`config.mk`:
```
export PLATFORM = sky130hd
export DESIGN_NAME = wpc_top
export DESIGN_NICKNAME = d
export VERILOG_FILES = /design/src/hw/wpc_fifo.v /design/src/hw/wpc_oneshot.v /design/src/hw/wpc_top.v
export VERILOG_INCLUDE_DIRS = /design/src /design/src/hw
export SDC_FILE = /design/constraint.sdc
export NUM_CORES = 1
export LEC_CHECK = 0
export ABC_CLOCK_PERIOD_IN_PS = 8600
export BUFFER_PORTS_ARGS = -buffer_cell sky130_fd_sc_hd__buf_2
export CORE_ASPECT_RATIO = 1.25
export CORE_MARGIN = 4
export CORE_UTILIZATION = 25
export DETAILED_ROUTE_END_ITERATION = 7
export REMOVE_ABC_BUFFERS = 1
export SETUP_SLACK_MARGIN = 0.02
export SLEW_MARGIN = 20
export SYNTH_ARGS = -nofsm -noshare
export SYNTH_HDL_FRONTEND = slang
export SYNTH_SLANG_ARGS = --single-unit
```
`constraint.sdc`:
```
create_clock -name CLOCK -period 8.6 [get_ports CLOCK]
set_input_delay 0 -clock CLOCK [delete_from_list [all_inputs] [get_ports CLOCK]]
set_output_delay 0 -clock CLOCK [all_outputs]
set_load 0.02 [all_outputs]
```
`src/hw/wpc_map.vh`:
```
// Constants for the write precompensation and read clock block
`ifndef WPC_MAP_VH
`define WPC_MAP_VH

// ----------------------------------------------------------------
// Register offsets (byte addresses on APB)
// ----------------------------------------------------------------
`define WPC_ADDR_CTRL 8'h00
`define WPC_ADDR_SWITCH 8'h04
`define WPC_ADDR_STATUS 8'h08

// ----------------------------------------------------------------
// Control fields and reset values
// ----------------------------------------------------------------
`define WPC_CTRL_EN_BIT 0
`define WPC_CTRL_RST 32'h0000_0001
// Switch bank: four 4-bit load codes
`define WPC_SW_OUT_EARLY 3:0
`define WPC_SW_OUT_LATE 7:4
`define WPC_SW_IN_EARLY 11:8
`define WPC_SW_IN_LATE 15:12
// One step early/late outside, three steps inside
`define WPC_SW_RST 16'h4A68

// ----------------------------------------------------------------
// Status fields
// ----------------------------------------------------------------
`define WPC_ST_BUSY_BIT 0
`define WPC_ST_DENS_BIT 1
`define WPC_ST_INNER_BIT 2
`define WPC_ST_CNT_LSB 8
`define WPC_ST_LEVEL_LSB 27

// ----------------------------------------------------------------
// Counter codes
// ----------------------------------------------------------------
`define WPC_CODE_CENTER 4'h7
`define WPC_CODE_MAX 4'hE

// ----------------------------------------------------------------
// Times and cycle counts
// ----------------------------------------------------------------
`define WPC_CLK_NS 100
`define WPC_WPULSE_NS 250
`define WPC_RPULSE_NS 200
`define WPC_WPULSE_CYC ((`WPC_WPULSE_NS + `WPC_CLK_NS - 1) / `WPC_CLK_NS)
`define WPC_RPULSE_CYC ((`WPC_RPULSE_NS + `WPC_CLK_NS - 1) / `WPC_CLK_NS)

`endif

```
`src/hw/wpc_fifo.v`:
```
// Synchronous FIFO with valid and ready on both sides
`timescale 1ns/100ps
module wpc_fifo #(
  parameter WIDTH = 3,
  parameter DEPTH = 16,
  parameter AW = 4
) (
  input wire clk,
  input wire rst,
  input wire [WIDTH-1:0] in_data,
  input wire in_valid,
  output wire in_ready,
  output wire [WIDTH-1:0] out_data,
  output wire out_valid,
  input wire out_ready,
  output wire [AW:0] level
);

  reg [WIDTH-1:0] mem_ff [0:DEPTH-1];
  reg [AW-1:0] wr_ptr_ff;
  reg [AW-1:0] rd_ptr_ff;
  reg [AW:0] cnt_ff;
  wire do_wr;
  wire do_rd;

  // ----------------------------------------------------------------
  // Flags
  // ----------------------------------------------------------------
  assign in_ready = (cnt_ff != DEPTH[AW:0]);
  assign out_valid = (cnt_ff != {(AW+1){1'b0}});
  assign do_wr = in_valid & in_ready;
  assign do_rd = out_valid & out_ready;
  assign out_data = mem_ff[rd_ptr_ff];
  assign level = cnt_ff;

  // Storage is not reset; only pointers and count carry state
  always @(posedge clk) begin
    if (do_wr) begin
      mem_ff[wr_ptr_ff] <= in_data;
    end
  end

  // Pointers wrap at DEPTH, which must be a power of two
  always @(posedge clk or posedge rst) begin
    if (rst) begin
      wr_ptr_ff <= {AW{1'b0}};
      rd_ptr_ff <= {AW{1'b0}};
      cnt_ff <= {(AW+1){1'b0}};
    end else begin
      if (do_wr) begin
        wr_ptr_ff <= wr_ptr_ff + 1'b1;
      end
      if (do_rd) begin
        rd_ptr_ff <= rd_ptr_ff + 1'b1;
      end
      if (do_wr & ~do_rd) begin
        cnt_ff <= cnt_ff + 1'b1;
      end else if (do_rd & ~do_wr) begin
        cnt_ff <= cnt_ff - 1'b1;
      end
    end
  end

endmodule

```
`src/hw/wpc_oneshot.v`:
```
// Retriggerable one-shot of fixed width in clock cycles
`timescale 1ns/100ps
module wpc_oneshot #(
  parameter WIDTH_CYC = 3,
  parameter CW = 4
) (
  input wire clk,
  input wire rst,
  input wire trig,
  output wire pulse
);

  reg [CW-1:0] cnt_ff;
  reg out_ff;

  // Load on trigger, run down to zero; output registered
  always @(posedge clk or posedge rst) begin
    if (rst) begin
      cnt_ff <= {CW{1'b0}};
      out_ff <= 1'b0;
    end else begin
      if (trig) begin
        cnt_ff <= WIDTH_CYC[CW-1:0] - 1'b1;
        out_ff <= 1'b1;
      end else if (cnt_ff != {CW{1'b0}}) begin
        cnt_ff <= cnt_ff - 1'b1;
      end else begin
        out_ff <= 1'b0;
      end
    end
  end

  assign pulse = out_ff;

endmodule

```
`src/hw/wpc_top.v`:
```
// Write precompensation, read pulse shaping and read clock divider
//
// Behaviour
// - Early, late and inner-track flags pick one of four switch codes.
// - Loading the counter starts its countdown at once.
// - Neither early nor late loads centre code 7, zero shift.
// - Codes 6..0 are later, codes 8..14 earlier, around centre.
// - Each counter step is one delay step of the write pulse.
// - Counter counts down after loading until it carries.
// - Carry is delayed one clock, then fires a 300 ns (3-clock) pulse.
// - That fixed-width pulse is the write data to the drive.
// - After carry the counter halts until the next write pulse.
// - Read pulses pass a one-shot to raw read and phase outputs.
// - Oscillator divided by 2 or 4 per density select.
`timescale 1ns/100ps
`include "wpc_map.vh"
module wpc_top #(
  parameter FIFO_DEPTH = 16,
  parameter FIFO_AW = 4
) (
  input wire CLOCK,
  input wire RST,
  input wire PSEL,
  input wire PENABLE,
  input wire PWRITE,
  input wire [7:0] PADDR,
  input wire [31:0] PWDATA,
  output wire [31:0] PRDATA,
  output wire PREADY,
  output wire PSLVERR,
  input wire WR_PULSE,
  input wire WR_EARLY,
  input wire WR_LATE,
  input wire INNER_TRACK,
  input wire DENSITY_SELECT,
  output wire WR_READY,
  output wire WDATA_OUT,
  input wire READ_IN,
  output wire RAW_READ_OUT,
  output wire PHASE_OUT,
  input wire OSC_IN,
  output wire READ_CLOCK
);

  // ----------------------------------------------------------------
  // Declarations
  // ----------------------------------------------------------------
  reg [31:0] ctrl_ff;
  reg [15:0] sw_ff;
  reg [31:0] prdata_ff;
  reg [2:0] wp_sync_ff;
  reg [1:0] early_sync_ff;
  reg [1:0] late_sync_ff;
  reg [1:0] inner_sync_ff;
  reg [1:0] dens_sync_ff;
  reg [2:0] rd_sync_ff;
  reg [2:0] osc_sync_ff;
  reg [3:0] cnt_ff;
  reg run_ff;
  reg carry_ff;
  reg [1:0] div_ff;
  reg rclk_ff;
  reg [15:0] wcount_ff;
  reg [31:0] nxt_prdata;
  reg nxt_map;
  wire wp_rise;
  wire rd_rise;
  wire osc_rise;
  wire [2:0] fifo_in;
  wire [2:0] fifo_out;
  wire fifo_valid;
  wire fifo_pop;
  wire [FIFO_AW:0] fifo_level;
  wire carry;
  wire wr_acc;
  wire rd_setup;
  wire [3:0] load_code;

  // ----------------------------------------------------------------
  // Functions
  // ----------------------------------------------------------------
  // One-of-four pick from the switch bank
  function [3:0] pick_code;
    input early;
    input late;
    input inner;
    input [15:0] bank;
    begin
      case ({inner, early, late})
        3'b010: pick_code = bank[`WPC_SW_OUT_EARLY];
        3'b001: pick_code = bank[`WPC_SW_OUT_LATE];
        3'b110: pick_code = bank[`WPC_SW_IN_EARLY];
        3'b101: pick_code = bank[`WPC_SW_IN_LATE];
        default: pick_code = `WPC_CODE_CENTER;
      endcase
    end
  endfunction

  // Countdown length: lower code means later pulse
  function [3:0] delay_of;
    input [3:0] code;
    begin
      if (code > `WPC_CODE_MAX) begin
        delay_of = 4'h0;
      end else begin
        delay_of = `WPC_CODE_MAX - code;
      end
    end
  endfunction

  // ----------------------------------------------------------------
  // Pin synchronisers
  // ----------------------------------------------------------------
  // Two stages before use; third stage only for edge detection
  always @(posedge CLOCK or posedge RST) begin
    if (RST) begin
      wp_sync_ff <= 3'h0;
      early_sync_ff <= 2'h0;
      late_sync_ff <= 2'h0;
      inner_sync_ff <= 2'h0;
      dens_sync_ff <= 2'h0;
      rd_sync_ff <= 3'h0;
      osc_sync_ff <= 3'h0;
    end else begin
      wp_sync_ff <= {wp_sync_ff[1:0], WR_PULSE};
      early_sync_ff <= {early_sync_ff[0], WR_EARLY};
      late_sync_ff <= {late_sync_ff[0], WR_LATE};
      inner_sync_ff <= {inner_sync_ff[0], INNER_TRACK};
      dens_sync_ff <= {dens_sync_ff[0], DENSITY_SELECT};
      rd_sync_ff <= {rd_sync_ff[1:0], READ_IN};
      osc_sync_ff <= {osc_sync_ff[1:0], OSC_IN};
    end
  end

  assign wp_rise = wp_sync_ff[1] & ~wp_sync_ff[2];
  assign rd_rise = rd_sync_ff[1] & ~rd_sync_ff[2];
  assign osc_rise = osc_sync_ff[1] & ~osc_sync_ff[2];

  // ----------------------------------------------------------------
  // Write pulse capture
  // ----------------------------------------------------------------
  // Flags ride with the pulse; sampled once at its rising edge
  assign fifo_in = {inner_sync_ff[1], early_sync_ff[1], late_sync_ff[1]};

  // Queue absorbs pulses arriving while a countdown runs
  wpc_fifo #(
    .WIDTH(3),
    .DEPTH(FIFO_DEPTH),
    .AW(FIFO_AW)
  ) u_fifo (
    .clk(CLOCK),
    .rst(RST),
    .in_data(fifo_in),
    .in_valid(wp_rise & ctrl_ff[`WPC_CTRL_EN_BIT]),
    .in_ready(WR_READY),
    .out_data(fifo_out),
    .out_valid(fifo_valid),
    .out_ready(fifo_pop),
    .level(fifo_level)
  );

  // ----------------------------------------------------------------
  // Precompensation counter
  // ----------------------------------------------------------------
  // Pop only while idle, so a held code is never overwritten
  assign fifo_pop = fifo_valid & ~run_ff;
  assign load_code = pick_code(fifo_out[1], fifo_out[0], fifo_out[2], sw_ff);
  assign carry = run_ff & (cnt_ff == 4'h0);

  // One step per clock; load starts counting, carry halts it
  always @(posedge CLOCK or posedge RST) begin
    if (RST) begin
      cnt_ff <= 4'h0;
      run_ff <= 1'b0;
      carry_ff <= 1'b0;
      wcount_ff <= 16'h0000;
    end else begin
      carry_ff <= carry;
      if (fifo_pop) begin
        cnt_ff <= delay_of(load_code);
        run_ff <= 1'b1;
      end else if (carry) begin
        run_ff <= 1'b0;
      end else if (run_ff) begin
        cnt_ff <= cnt_ff - 1'b1;
      end
      if (carry) begin
        wcount_ff <= wcount_ff + 1'b1;
      end
    end
  end

  // Fixed-width write data toward the drive
  wpc_oneshot #(
    .WIDTH_CYC(`WPC_WPULSE_CYC),
    .CW(4)
  ) u_wshot (
    .clk(CLOCK),
    .rst(RST),
    .trig(carry_ff),
    .pulse(WDATA_OUT)
  );

  // ----------------------------------------------------------------
  // Read path
  // ----------------------------------------------------------------
  // Same conditioned pulse feeds both consumers
  wpc_oneshot #(
    .WIDTH_CYC(`WPC_RPULSE_CYC),
    .CW(4)
  ) u_rshot (
    .clk(CLOCK),
    .rst(RST),
    .trig(rd_rise),
    .pulse(RAW_READ_OUT)
  );

  assign PHASE_OUT = RAW_READ_OUT;

  // Divide oscillator edges; density picks /2 or /4
  always @(posedge CLOCK or posedge RST) begin
    if (RST) begin
      div_ff <= 2'h0;
      rclk_ff <= 1'b0;
    end else begin
      if (osc_rise) begin
        div_ff <= div_ff + 1'b1;
      end
      rclk_ff <= dens_sync_ff[1] ? div_ff[0] : div_ff[1];
    end
  end

  assign READ_CLOCK = rclk_ff;

  // ----------------------------------------------------------------
  // APB slave
  // ----------------------------------------------------------------
  // Zero wait states; read data latched in setup for a flop output
  assign PREADY = 1'b1;
  assign wr_acc = PSEL & PENABLE & PWRITE;
  assign rd_setup = PSEL & ~PENABLE;

  // Address decode and read mux
  always @* begin
    nxt_prdata = 32'h0000_0000;
    nxt_map = 1'b1;
    case (PADDR)
      `WPC_ADDR_CTRL: nxt_prdata = ctrl_ff;
      `WPC_ADDR_SWITCH: nxt_prdata = {16'h0000, sw_ff};
      `WPC_ADDR_STATUS: begin
        nxt_prdata[`WPC_ST_BUSY_BIT] = run_ff | fifo_valid;
        nxt_prdata[`WPC_ST_DENS_BIT] = dens_sync_ff[1];
        nxt_prdata[`WPC_ST_INNER_BIT] = inner_sync_ff[1];
        nxt_prdata[`WPC_ST_CNT_LSB +: 16] = wcount_ff;
        nxt_prdata[`WPC_ST_LEVEL_LSB +: FIFO_AW+1] = fifo_level; // Top bits; deeper queues need a new layout
      end
      default: nxt_map = 1'b0;
    endcase
  end

  // Error only on an unmapped access phase
  assign PSLVERR = PSEL & PENABLE & ~nxt_map;

  // Register writes and read capture
  always @(posedge CLOCK or posedge RST) begin
    if (RST) begin
      ctrl_ff <= `WPC_CTRL_RST;
      sw_ff <= `WPC_SW_RST;
      prdata_ff <= 32'h0000_0000;
    end else begin
      if (rd_setup) begin
        prdata_ff <= nxt_prdata;
      end
      if (wr_acc && PADDR == `WPC_ADDR_CTRL) begin
        ctrl_ff <= {31'h0000_0000, PWDATA[`WPC_CTRL_EN_BIT]};
      end
      if (wr_acc && PADDR == `WPC_ADDR_SWITCH) begin
        sw_ff <= PWDATA[15:0];
      end
    end
  end

  assign PRDATA = prdata_ff;

endmodule

```
# ---- Word level (Yosys, flattened, before mapping)
# Memory sizes are Yosys's and may differ from the RTL's.
# Cells that the tools add are included.
dict set report classes {
  n_bitwise 23
  n_lt_le_gt_ge 1
  n_reduce_logical 14
  add_sub_neg 10
  n_eq_ne 10
  mux 25
}
# cell n
set ops {}
lappend ops {{$mux 4} 8}
lappend ops {{$pmux 16 s2} 1}
lappend ops {{$mux 5} 4}
lappend ops {{$add 16x1->16 const B} 1}
lappend ops {{$pmux 4 s4} 1}
lappend ops {{$and 1x1->1} 14}
lappend ops {{$sub 4x1->4 const B} 3}
lappend ops {{$mux 1} 10}
lappend ops {{$reduce_bool 2->1} 5}
lappend ops {{$pmux 3 s3} 1}
lappend ops {{$add 4x1->4 const B} 2}
lappend ops {{$eq 8x3->1 const B} 1}
lappend ops {{$eq 8x4->1 const B} 1}
lappend ops {{$logic_not 8->1} 1}
lappend ops {{$not 1->1} 8}
lappend ops {{$reduce_bool 4->1} 2}
lappend ops {{$eq 3x3->1 const B} 2}
lappend ops {{$add 5x1->5 const B} 1}
lappend ops {{$ne 5x5->1 const B} 1}
lappend ops {{$reduce_bool 5->1} 1}
lappend ops {{$sub 5x1->5 const B} 1}
lappend ops {{$gt 4x4->1 const B} 1}
lappend ops {{$logic_not 4->1} 1}
lappend ops {{$ne 2x2->1 const B} 2}
lappend ops {{other kinds (9)} 10}
dict set report totals {
  ff_bits 111
  n_memories 1
  in_bits 52
  elab_cells 107
  ramBits 48
}
# memory words width rd rd_ports_with_merged_regs write_ports line_no
set memory_table {}
lappend memory_table {u_fifo.mem_ff 16 3 1 0 1 wpc_fifo.v:19} ;# reg [WIDTH-1:0] mem_ff [0:DEPTH-1];

# ---- Longest topological paths before layout
# Gate-level depths: netlist of the first run.
dict set report logic_depth {
  ltp_word 8
  ltp_mapped 14
}

# ---- Cells and area by module
# A second synthesis of the first run with hierarchy kept.
dict set report hier_totals {
  hier_cells 554
  hier_area_um2 7054.3
}
# module area_per_inst_um2 n_inst cells_each
set modules_own_cells {}
lappend modules_own_cells {wpc_top 3822.4 1 330}
lappend modules_own_cells {wpc_fifo 2700.1 1 174}
lappend modules_own_cells {{wpc_oneshot at u_wshot} 269.0 1 26}
lappend modules_own_cells {{wpc_oneshot at u_rshot} 262.8 1 24}

# ---- Least setup slack after synthesis of the first run
# Ideal clock, no wire load.
dict set report synth_path {
  kind {flip-flop to flip-flop}
  start {register u_fifo.rd_ptr_ff[0]}
  end {register cnt_ff[1]}
  setup_time_ps 65
  stages_incl_launch_ff 12
  arrival_time_ps 3393
  period_less_slack_ps 3457
  slack_ps 5143
  cell_sequence {dfrtp_1 -> buf_2 -> mux4_2 -> mux4_2 -> ha_1 -> clkbuf_1 -> a22oi_1 -> mux2i_1 -> or2_2 -> ha_1 -> a311oi_1 -> o22a_1}
}
dict set report synth_via {
  elab_chain_len 6
  elab_cells_between_ends 10
}
# item line_no
set synth_rtl {}
lappend synth_rtl {{from (decl)} wpc_fifo.v:21} ;# reg [AW-1:0] rd_ptr_ff;
lappend synth_rtl {{from (signal assigned)} wpc_fifo.v:47} ;# rd_ptr_ff <= {AW{1'b0}};
lappend synth_rtl {{from (signal assigned)} wpc_fifo.v:54} ;# rd_ptr_ff <= rd_ptr_ff + 1'b1;
lappend synth_rtl {{$mem_v2 16x3 (*)} -}
lappend synth_rtl {{$eq 3x3->1 (tied with other cells)} wpc_top.v:89} ;# case ({inner, early, late})
lappend synth_rtl {{$pmux 4 s4 (*)} wpc_top.v:89}
lappend synth_rtl {{$sub 4x4->4 (no line) or $gt 4x4->1 (tied branches)} -}
lappend synth_rtl {{$mux 4 (*)} wpc_top.v:103} ;# if (code > `WPC_CODE_MAX) begin
lappend synth_rtl {{$mux 4 (*)} wpc_top.v:179} ;# if (fifo_pop) begin
lappend synth_rtl {{to (signal assigned)} wpc_top.v:180} ;# cnt_ff <= delay_of(load_code);
lappend synth_rtl {{to (signal assigned)} wpc_top.v:185} ;# cnt_ff <= cnt_ff - 1'b1;
lappend synth_rtl {{to (decl)} wpc_top.v:58} ;# reg [3:0] cnt_ff;
# Mark *: on every way between the ends. The rest lies on a longest branch, timed or not.
# A chain may end at the register's enable or synchronous reset.

# ---- Worst setup path in the final report of the first run
# Same ends and word-level chain as after synthesis.

==> results by group, run 1 <==
STA
  • Final Max Tran Viols: 0
  • Slew margin rel.: 35.3%
  • Final setup viols: 0
  • Post-route minimum period: 3.82 ns
  • Setup TNS: 0 ns
  • Final period utilization: 44.4%
  • Final worst clock skew: 0.00774 ns
  • Worst-Margin Slew: 0.970 ns
  • RSZ-0062 raised after global routing: no
  • Final hold vios: 0
  • Max Fclk: 0.262 GHz

Clock tree
  • Clock Tree Buf Depth: 2
  • CTS HTree Levels: 4
  • CTS tree: yes
  • Clk Latency, worst-skew pair: 0.42 ns
  • Clock transition at path regs: 0.06 ns
  • Clock Sinks: 159
  • CTS Buf Count: 17
  • Post-CTS Resized: 0
  • Clock root cell: clkbuf_16

Placed design
  • Count of input and output buffers: 70
  • Final HPWL DP: 10.1 mm
  • GPL Wtd Cong: 0.783

Yosys
  • Count of state elements after synthesis: 159
  • Synth top area share: 37.4%
  • Post-Syn Instances: 545
  • Synth area leaders: dfrtp_1 37%, edfxtp_1 21%, mux4_2 4.5%
  • Async set-reset flop share out of synthesis: 69.8%
  • Post-synth top flop: dfrtp_1
  • Yosys cell types: 55
  • Sequential-to-total area share from yosys stat: 60.7%
  • Area leader, netlist: dfrtp_1
  • Syn Std Cell Area: 0.00696 sq mm
  • Avg Synthesized Cell Area: 12.8 sq um
  • Synth warnings: 0
  • Post-synth EDFFs: 48

Drt
  • Post-route ant nets: 0
  • Vias per cell: 4.32
  • Drt initial violations: 232
  • # DRC: 0
  • Total Routed Length: 14.3 mm
  • Vias: 4335
  • Per-cell routed wire length: 14.2 um
  • DRT Pass-1 Iters: 4

Worst setup path
  • Worst setup EP type: flip-flop
  • Crit start category: flip-flop
  • Reg2Reg Depth: 9
  • WP data required: 8.95 ns
  • CP Max Fanout: 13
  • Crit Path Class: reg2reg
  • Critical Path AT: 4.18 ns

Global routing
  • Initial antenna violation count: 0
  • First-pass GRT wire length: 23.2 mm
  • All-Layer GR Usage: 9.69%
  • Remaining global-route overflow: 0
  • Vias in the first global route: 4396
  • Largest net degree at the start of global routing: 65

Finish
  • Post-layout nets: 713
  • Fillers: 2775
  • Sequential cell area: 0.00423 sq mm
  • Core Util, Final: 31.1%
  • Layout cells sized above 1: 24.6%
  • Ant. Diodes: 0
  • Multi-input gate area: 0.00256 sq mm
  • P&R area growth vs syn: 23.0%

Pwr
  • Int Pwr: 1650 uW
  • Sequential share of power: 41.4%
  • Combinational power share: 25.1%
  • Clock network fraction of total power: 33.6%
  • Switching share of power: 30.2%
  • Leak: 0.00359 uW
  • Peak supply drop: 0.125 mV
  • Pwr dens: 277 mW/mm^2
  • Psw: 716 uW

Job
  • Max_cap viols: 0

Floorplanning
  • Die area: 0.0306 sq mm
  • Row count: 68
  • IO Pins: 91
  • Initial core utilization: 25.3%
  • Core box area: 0.0276 sq mm
  • Chip Height: 195 um
  • Die width: 157 um

Worst hold path
  • Hold WC Path Type: in2reg
  • Worst hold stages: 4

Outcome
  • Status: finished clean
[worst max-delay path, stage by stage (launching register included)]
cell and delay (ns):
dfrtp_1 0.88, mux4_2 0.63, mux4_2 0.49, ha_1 0.32
a22oi_1 0.30, mux2i_1 0.12, or2_2 0.30, ha_1 0.27
a311oi_1 0.26, o22a_1 0.18
[state kept, by name, indices dropped and copies added, names as in the netlist, 2 cells and up]
| name | cells |
|---|---|
| PRDATA | 29 |
| cnt_ff | 4 |
| dens_sync_ff | 2 |
| div_ff | 2 |
| early_sync_ff | 2 |
| inner_sync_ff | 2 |
| late_sync_ff | 2 |
| osc_sync_ff | 3 |
| rd_sync_ff | 3 |
| sw_ff | 16 |
| u_fifo.level | 5 |
| u_fifo.mem_ff | 48 |
| u_fifo.rd_ptr_ff | 4 |
| u_fifo.wr_ptr_ff | 4 |
| u_rshot.cnt_ff | 4 |
| u_wshot.cnt_ff | 4 |
| wcount_ff | 16 |
| wp_sync_ff | 3 |
[path summary, 6_finish.rpt]
| kind | from | endpoint | slack, ns |
|---|---|---|---|
| min reg2reg | early_sync_ff[0] | early_sync_ff[1] | 0.35 |
| max | u_fifo.rd_ptr_ff[0] | cnt_ff[1] | 4.78 |
| max in group asynchronous | RST | u_rshot.cnt_ff[2] | 7.16 |
| min in group asynchronous | RST | wcount_ff[14] | 0.20 |
| max reg2reg | u_fifo.rd_ptr_ff[0] | cnt_ff[1] | 4.78 |
| min | PADDR[1] | PRDATA[0] | 0.02 |
[cell usage in the layout (no fill, tap or decap), drive strengths merged, types with 8 or more instances in the layout]
master	count
nor2	26
nand2	77
ha	19
xnor2	26
nand2b	8
inv	21
buf	73
o21ai	39
clkbuf	21
a22oi	17
dlygate4sd3	26
mux2	22
dfrtp	104
edfxtp	48
and2	16
mux4	14
[area by class of cell]
class | instances | area share, %
clock inverters | 11 | 1.75
inverters | 17 | 0.775
well taps | 350 | 5.11
multi-input cells | 347 | 30.0
repair buffers | 99 | 7.39
flip-flops and latches | 159 | 49.4
clock buffers | 21 | 5.63
[synth_stat cells (all sizes together) (2+ instances only)]
| cell type | n |
|---|---|
| and2 | 16 |
| nand4 | 7 |
| dfrtp | 104 |
| buf | 11 |
| clkbuf | 13 |
| and3b | 2 |
| o22a | 2 |
| nand2 | 77 |
| mux4 | 14 |
| and3 | 3 |
| a21o | 5 |
| nor4 | 3 |
| nand3b | 3 |
| ha | 19 |
| nor2 | 26 |
| o21ai | 39 |
| nand2b | 8 |
| edfxtp | 48 |
| inv | 17 |
| or3 | 4 |
| xor2 | 7 |
| dfstp | 7 |
| nor3b | 2 |
| conb | 2 |
| a311oi | 2 |
| nand3 | 6 |
| a22oi | 17 |
| xnor2 | 26 |
| mux2i | 7 |
| nor3 | 6 |
| mux2 | 22 |
| a31oi | 3 |
| a21oi | 4 |
| nor2b | 2 |
[routing by layer]
metal / share of wire [%] / routed length (um) / GRT usage, % / up-vias
li1: - / - / - / 2104
met1: 44 / 6250 / 12.0 / 2133
met3: 4.0 / 564 / 2.56 / 15
met5: 0 / 0 / 0 / -
met4: 1.9 / 271 / 3.38 / 0
met2: 50 / 7200 / 16.3 / 83
[per-stage QoR]
stage | cell area, sq um | worst slack [ns] | hold slack (ns) | power [uW] | cells
floorplan | 6850 | 5.19 | 0.0314 | 1440 | 523
global placement | 7670 | 4.70 | 0.109 | 1580 | 946
detailed placement | 7670 | 4.70 | 0.109 | 1590 | 946
CTS | 8560 | 4.69 | 0.00271 | 2400 | 1004
global route | 8560 | 4.49 | 0.0245 | 2510 | 1004
finish | 8560 | 4.78 | 0.0184 | 2370 | 1004
[cell families (layout without fill, tap and decap cells)]
kind of cell	after synthesis	after routing	synth area share, %
compound gates	78	78	7.14
xor+xnor	33	33	4.15
fa+ha+maj	20	20	3.70
buf+inv	41	148	2.68
flops	159	159	60.7
mux	43	43	9.51
other cells	2	4	0.108
simple gates	169	169	12.0
[what timing repair did]
| action | 4_1_cts | 5_1_grt |
|---|---|---|
| buffers inserted | 0 | 0 |
| hold endpoints to repair | 74 | 0 |
| hold buffers | 26 | 0 |
| setup endpoints to repair | 0 | 0 |
[power groups by stage]
stage / sequential (uW) / combinational [uW] / clock [uW]
after floorplan: 974 / 465 / 0
after global placement: 994 / 582 / 0
after detailed placement: 997 / 592 / 0
after CTS: 984 / 602 / 817
after global routing: 1000 / 661 / 849
final: 980 / 594 / 795
(Power assumes the default switching activity.)
==> run 2: changes to the inputs <==
--- a/config.mk
+++ b/config.mk
@@ -6,7 +6,7 @@
 export SDC_FILE = /design/constraint.sdc
 export NUM_CORES = 1
 export LEC_CHECK = 0
-export ABC_CLOCK_PERIOD_IN_PS = 8600
+export ABC_CLOCK_PERIOD_IN_PS = 3300
 export BUFFER_PORTS_ARGS = -buffer_cell sky130_fd_sc_hd__buf_2
 export CORE_ASPECT_RATIO = 1.25
 export CORE_MARGIN = 4
==> constraint.sdc (replaced) <==
create_clock -name CLOCK -period 3.3 [get_ports CLOCK]
set_input_delay 0 -clock CLOCK [delete_from_list [all_inputs] [get_ports CLOCK]]
set_output_delay 0 -clock CLOCK [all_outputs]
set_load 0.02 [all_outputs]
==> results by group, run 2 (synthesis results as in run 1) <==
Outcome
  • Status: finished clean (unchanged)

Clock tree
  • Clock Tree Buf Depth: 2 (unchanged)
  • Clock Sinks: 159 (unchanged)
  • CTS tree: yes (unchanged)
  • Clk Latency, worst-skew pair: 0.43 ns (was 0.42 ns)
  • CTS Buf Count: 17 (unchanged)
  • Clock transition at path regs: 0.08 ns (was 0.06 ns)
  • Clock root cell: clkbuf_16 (unchanged)
  • CTS HTree Levels: 4 (unchanged)

STA
  • Max Fclk: 0.316 GHz (was 0.262 GHz)
  • Worst-Margin Slew: 1.01 ns (was 0.970 ns)
  • Final hold vios: 0 (unchanged)
  • Setup TNS: 0 ns (unchanged)
  • Slew margin rel.: 32.5% (was 35.3%)
  • Final period utilization: 95.9% (was 44.4%)
  • Post-route minimum period: 3.16 ns (was 3.82 ns)
  • RSZ-0062 raised after global routing: no (unchanged)
  • Final setup margin: 0.135 ns (was 4.78 ns)
  • Final setup viols: 0 (unchanged)
  • Final Max Tran Viols: 0 (unchanged)
  • Final worst clock skew: 0.0139 ns (was 0.00774 ns)

Worst setup path
  • WP data required: 3.68 ns (was 8.95 ns)
  • Crit Path Class: reg2reg (unchanged)
  • CP Max Fanout: 10 (was 13)
  • Critical Path AT: 3.54 ns (was 4.18 ns)
  • Worst setup EP type: flip-flop (unchanged)
  • Crit start category: flip-flop (unchanged)

Finish
  • Finished Layout Cells: 1021 (was 1004)
  • Commonest non-fill, non-tap cells in the layout: 104 x dfrtp_1, 76 x nand2_1, 70 x buf_2, 48 x edfxtp_1, 39 x o21ai_0 (was 104 x dfrtp_1, 77 x nand2_1, 70 x buf_2, 48 x edfxtp_1, 39 x o21ai_0)
  • Post-layout nets: 730 (was 713)
  • Ant. Diodes: 0 (unchanged)
  • Largest register FFs: 48 (unchanged)
  • Core Util, Final: 31.6% (was 31.1%)
  • Largest Register: u_fifo.mem_ff (unchanged)
  • Most common cell after layout, fill and taps aside: dfrtp_1 (unchanged)
  • Layout cells sized above 1: 27.1% (was 24.6%)
  • P&R area growth vs syn: 25.0% (was 23.0%)

Pwr
  • Peak supply drop: 0.348 mV (was 0.125 mV)
  • Int Pwr: 4180 uW (was 1650 uW)
  • Sequential share of power: 39.8% (was 41.4%)
  • Clock network fraction of total power: 31.1% (was 33.6%)
  • Switching share of power: 32.7% (was 30.2%)
  • Psw: 2030 uW (was 716 uW)
  • Pwr dens: 714 mW/mm^2 (was 277 mW/mm^2)
  • Combinational power share: 29.1% (was 25.1%)
  • Leak: 0.00366 uW (was 0.00359 uW)

Drt
  • # DRC: 0 (unchanged)
  • Vias: 4387 (was 4335)
  • Post-route ant nets: 0 (unchanged)
  • Total Routed Length: 14.8 mm (was 14.3 mm)
  • Vias per cell: 4.30 (was 4.32)
  • Per-cell routed wire length: 14.5 um (was 14.2 um)
  • Drt initial violations: 248 (was 232)
  • DRT Pass-1 Iters: 4 (unchanged)

Placed design
  • Dpl ws: 0.0167 ns (was 4.70 ns)
  • GPL Wtd Cong: 0.790 (was 0.783)
  • Final HPWL DP: 10.7 mm (was 10.1 mm)
  • Placed cells: 959 (was 946)
  • Count of input and output buffers: 70 (unchanged)

Floorplanning
  • Die width: 157 um (unchanged)
  • Core box area: 0.0276 sq mm (unchanged)
  • Initial core utilization: 25.3% (unchanged)
  • Row count: 68 (unchanged)
  • Die area: 0.0306 sq mm (unchanged)
  • Chip Height: 195 um (unchanged)
  • IO Pins: 91 (unchanged)

Global routing
  • All-Layer GR Usage: 10.1% (was 9.69%)
  • Initial antenna violation count: 0 (unchanged)
  • Largest net degree at the start of global routing: 83 (was 65)
  • First-pass GRT wire length: 24.3 mm (was 23.2 mm)
  • Remaining global-route overflow: 0 (unchanged)
  • Vias in the first global route: 4563 (was 4396)

Worst hold path
  • Hold WC Path Type: in2reg (unchanged)

Job
  • Max_cap viols: 0 (unchanged)
[run 2: cell types whose count changed in the layout (fill, tap and decap cells not counted), moves of 3 or more]
cell / change
buf_4: +14
bufinv_16: -3
clkinv_4: +3
clkinv_8: +3
inv_8: +6
[run 2: final timing paths]
| path | startpoint | end | slack [ns] | depth (start not counted) |
|---|---|---|---|---|
| min in group asynchronous | RST | PRDATA[20] | 0.25 | 3 |
| setup / recovery | u_fifo.rd_ptr_ff[0] | cnt_ff[1] | 0.14 | 10 |
| hold / removal | PADDR[5] | PRDATA[0] | 0.03 | 4 |
| hold reg to reg | wp_sync_ff[0] | wp_sync_ff[1] | 0.35 | 0 |
| setup reg to reg | u_fifo.rd_ptr_ff[0] | cnt_ff[1] | 0.14 | 10 |
| max in group asynchronous | RST | sw_ff[5] | 2.26 | 4 |
[run 2: metal layers]
metal  vias up  track usage [%]  part of all wire, %
li1       2142                -                    -
met1      2146             12.6                   43
met2        82             17.1                   51
met3        17             2.52                  4.0
met4         0             3.47                  1.6
met5         -                0                    0
[run 2: what timing repair did]
action,4_1_cts,5_1_grt
buffers inserted,0,2
gates cloned,0,0
endpoints found under the hold margin,105,0
resized for setup,1,5
endpoints found under the setup margin,1,4
pin swaps,0,2
hold buffers,28,0
[run 2: cell type report]
class	count	area [sq um]
repair buffers	116	778
clock buffers	17	425
well taps	350	438
multi-input cells	347	2590
fillers	2741	18900
clock inverters	15	169
flip-flops and latches	159	4230
inverters	17	68.8
[run 2: power by group through the flow]
stage / Clock (uW) / Sequential [uW] / Combinational, uW
2_1_floorplan: 0 / 2540 / 1210
3_3_place_gp: 0 / 2500 / 1690
6_report: 1930 / 2470 / 1810
4_1_cts: 1980 / 2470 / 1770
3_5_place_dp: 0 / 2510 / 1740
5_1_grt: 2070 / 2510 / 2020
[run 2: worst max-delay path, stage by stage, from the launching register on]
cell and delay, ns:
dfrtp_1 0.37, buf_12 0.15, mux4_2 0.50, mux4_2 0.53, ha_4 0.21, a22oi_2 0.21
mux2i_1 0.09, or2_2 0.30, ha_1 0.28, a311oi_1 0.29, o22a_1 0.19
[run 2: stage by stage]
stage | power, uW | hold WS, ns | area [sq um]
2_1_floorplan | 3750 | 0.0314 | 6850
3_3_place_gp | 4190 | 0.108 | 7780
3_5_place_dp | 4240 | 0.111 | 7780
4_1_cts | 6220 | 0.00350 | 8660
5_1_grt | 6600 | 0.0491 | 8700
6_report | 6210 | 0.0318 | 8700
==> run 3: changes to the inputs <==
--- a/config.mk
+++ b/config.mk
@@ -12,6 +12,7 @@
 export CORE_MARGIN = 4
 export CORE_UTILIZATION = 25
 export DETAILED_ROUTE_END_ITERATION = 7
+export PLACE_DENSITY = 0.46
 export REMOVE_ABC_BUFFERS = 1
 export SETUP_SLACK_MARGIN = 0.02
 export SLEW_MARGIN = 20
==> results by group, run 3 (synthesis results as in run 1) <==
Outcome
  • Status: finished clean (unchanged)

Worst setup path
  • Worst setup EP type: flip-flop (unchanged)
  • Critical Path AT: 3.53 ns (was 3.54 ns)
  • Crit Path Class: reg2reg (unchanged)
  • Crit start category: flip-flop (unchanged)
  • WP data required: 3.66 ns (was 3.68 ns)
  • CP Max Fanout: 9 (was 10)

Drt
  • # DRC: 0 (unchanged)
  • DR WL met2: 8.11 mm (was 7.56 mm)
  • Met3 WL post-DR: 639 um (was 597 um)
  • Post-route ant nets: 0 (unchanged)
  • Drt initial violations: 287 (was 248)
  • Vias per cell: 4.37 (was 4.30)
  • DRT Pass-1 Iters: 4 (unchanged)
  • Total Routed Length: 15.5 mm (was 14.8 mm)
  • Top layer in use: met4 (unchanged)
  • Per-cell routed wire length: 15.3 um (was 14.5 um)
  • WL met1: 6.50 mm (was 6.44 mm)
  • Vias: 4456 (was 4387)

Finish
  • Post-layout nets: 728 (was 730)
  • Most common cell after layout, fill and taps aside: dfrtp_1 (unchanged)
  • Largest Register: u_fifo.mem_ff (unchanged)
  • Fillers: 2797 (was 2741)
  • Sequential cell area: 0.00423 sq mm (unchanged)
  • Multi-input gate area: 0.00262 sq mm (was 0.00259 sq mm)
  • P&R area growth vs syn: 25.1% (was 25.0%)
  • Ant. Diodes: 0 (unchanged)
  • Layout cells sized above 1: 27.4% (was 27.1%)
  • Largest register FFs: 48 (unchanged)
  • Commonest non-fill, non-tap cells in the layout: 104 x dfrtp_1, 76 x nand2_1, 70 x buf_2, 48 x edfxtp_1, 39 x o21ai_0 (unchanged)

Clock tree
  • CTS tree: yes (unchanged)
  • CTS Buf Count: 17 (unchanged)
  • CTS HTree Levels: 4 (unchanged)
  • Clock Tree Buf Depth: 2 (unchanged)
  • Clock transition at path regs: 0.07 ns (was 0.08 ns)
  • Clock Sinks: 159 (unchanged)
  • Clk Latency, worst-skew pair: 0.42 ns (was 0.43 ns)
  • Clock root cell: clkbuf_16 (unchanged)

STA
  • Hold_ws: 0.0480 ns (was 0.0318 ns)
  • RSZ-0062 raised after global routing: no (unchanged)
  • Slew margin rel.: 35.1% (was 32.5%)
  • Max Fclk: 0.315 GHz (was 0.316 GHz)
  • Worst-Margin Slew: 0.974 ns (was 1.01 ns)
  • Final setup viols: 0 (unchanged)
  • Final worst clock skew: 0.00950 ns (was 0.0139 ns)
  • Final Max Tran Viols: 0 (unchanged)
  • Final hold vios: 0 (unchanged)
  • Post-route minimum period: 3.17 ns (was 3.16 ns)
  • Final period utilization: 96.1% (was 95.9%)
  • Setup TNS: 0 ns (unchanged)

Placed design
  • Count of input and output buffers: 70 (unchanged)
  • GPL Wtd Cong: 0.774 (was 0.790)
  • Final HPWL DP: 11.5 mm (was 10.7 mm)

Floorplanning
  • Die width: 157 um (unchanged)
  • Row count: 68 (unchanged)
  • Initial core utilization: 25.3% (unchanged)
  • Die area: 0.0306 sq mm (unchanged)
  • IO Pins: 91 (unchanged)
  • Core box area: 0.0276 sq mm (unchanged)
  • Chip Height: 195 um (unchanged)

Pwr
  • Psw: 1970 uW (was 2030 uW)
  • Switching share of power: 31.2% (was 32.7%)
  • Sequential share of power: 39.0% (was 39.8%)
  • Peak supply drop: 0.318 mV (was 0.348 mV)
  • Leak: 0.00365 uW (was 0.00366 uW)
  • Pwr dens: 726 mW/mm^2 (was 714 mW/mm^2)
  • Combinational power share: 30.7% (was 29.1%)
  • Int Pwr: 4350 uW (was 4180 uW)
  • Clock network fraction of total power: 30.3% (was 31.1%)

Global routing
  • All-Layer GR Usage: 10.6% (was 10.1%)
  • Largest net degree at the start of global routing: 67 (was 83)
  • Initial antenna violation count: 0 (unchanged)
  • Remaining global-route overflow: 0 (unchanged)
  • Vias in the first global route: 4717 (was 4563)
  • First-pass GRT wire length: 25.2 mm (was 24.3 mm)

Job
  • Max_cap viols: 0 (unchanged)

Worst hold path
  • Hold WC Path Type: in2reg (unchanged)
## run 3: final cells by class
cell class | instances | share of cell area, %
Tap cell | 350 | 5.03
Inverter | 17 | 0.762
Timing Repair Buffer | 114 | 8.91
Clock buffer | 22 | 5.58
Sequential cell | 159 | 48.6
Clock inverter | 10 | 1.12
Multi-Input combinational cell | 347 | 30.0
## run 3: path summary, 6_finish.rpt
check                                         start              to  slack (ns)  depth (start not counted)
worst max-delay path            u_fifo.rd_ptr_ff[0]       cnt_ff[1]        0.13                         10
worst min-delay path                       PADDR[3]      ctrl_ff[0]        0.05                          3
worst max register to register  u_fifo.rd_ptr_ff[0]       cnt_ff[1]        0.13                         10
worst min register to register       osc_sync_ff[0]  osc_sync_ff[1]        0.34                          0
max in group asynchronous                       RST       sw_ff[14]        2.08                          4
min in group asynchronous                       RST   wcount_ff[14]        0.30                          3
## run 3: critical path: stages (launching register included)
cell and delay [ns]:
dfrtp_1 0.39, buf_12 0.15, mux4_2 0.49, mux4_2 0.50, ha_2 0.26, a22oi_1 0.25
mux2i_1 0.10, or2_2 0.29, ha_2 0.26, a311oi_1 0.25, o22a_1 0.17
## run 3: repair_timing
item                                    4_1_cts  5_1_grt
gates resized for setup                       1       10
pin swaps                                     0        1
hold buffers                                 28        0
endpoints found under the hold margin        86        0
buffers inserted                              0        2
endpoints found under the setup margin        1        4
## run 3: through the flow
stage          cells  setup WS (ns)  total power, uW  util, %  instance area (sq um)
6_report        1019          0.128             6320     31.6                   8710
2_1_floorplan    523         -0.115             3750        -                   6850
4_1_cts         1017         0.0386             6290     31.4                   8650
3_3_place_gp     957          0.129             4210     28.2                   7780
5_1_grt         1019         0.0148             6740     31.6                   8710
3_5_place_dp     957         0.0121             4300     28.2                   7780
## run 3: power groups by stage
| stage | clock network (uW) | logic (uW) | registers [uW] |
|---|---|---|---|
| after floorplan | 0 | 1210 | 2540 |
| after global placement | 0 | 1710 | 2490 |
| after detailed placement | 0 | 1790 | 2510 |
| after CTS | 1980 | 1830 | 2470 |
| after global routing | 2070 | 2170 | 2500 |
| final | 1910 | 1940 | 2470 |
## run 3: metal layers
layer | up-vias | GRT usage (%)
met2 | 92 | 18.8
met1 | 2207 | 12.3
met5 | - | 0
met4 | 0 | 3.60
met3 | 18 | 2.61
li1 | 2139 | -
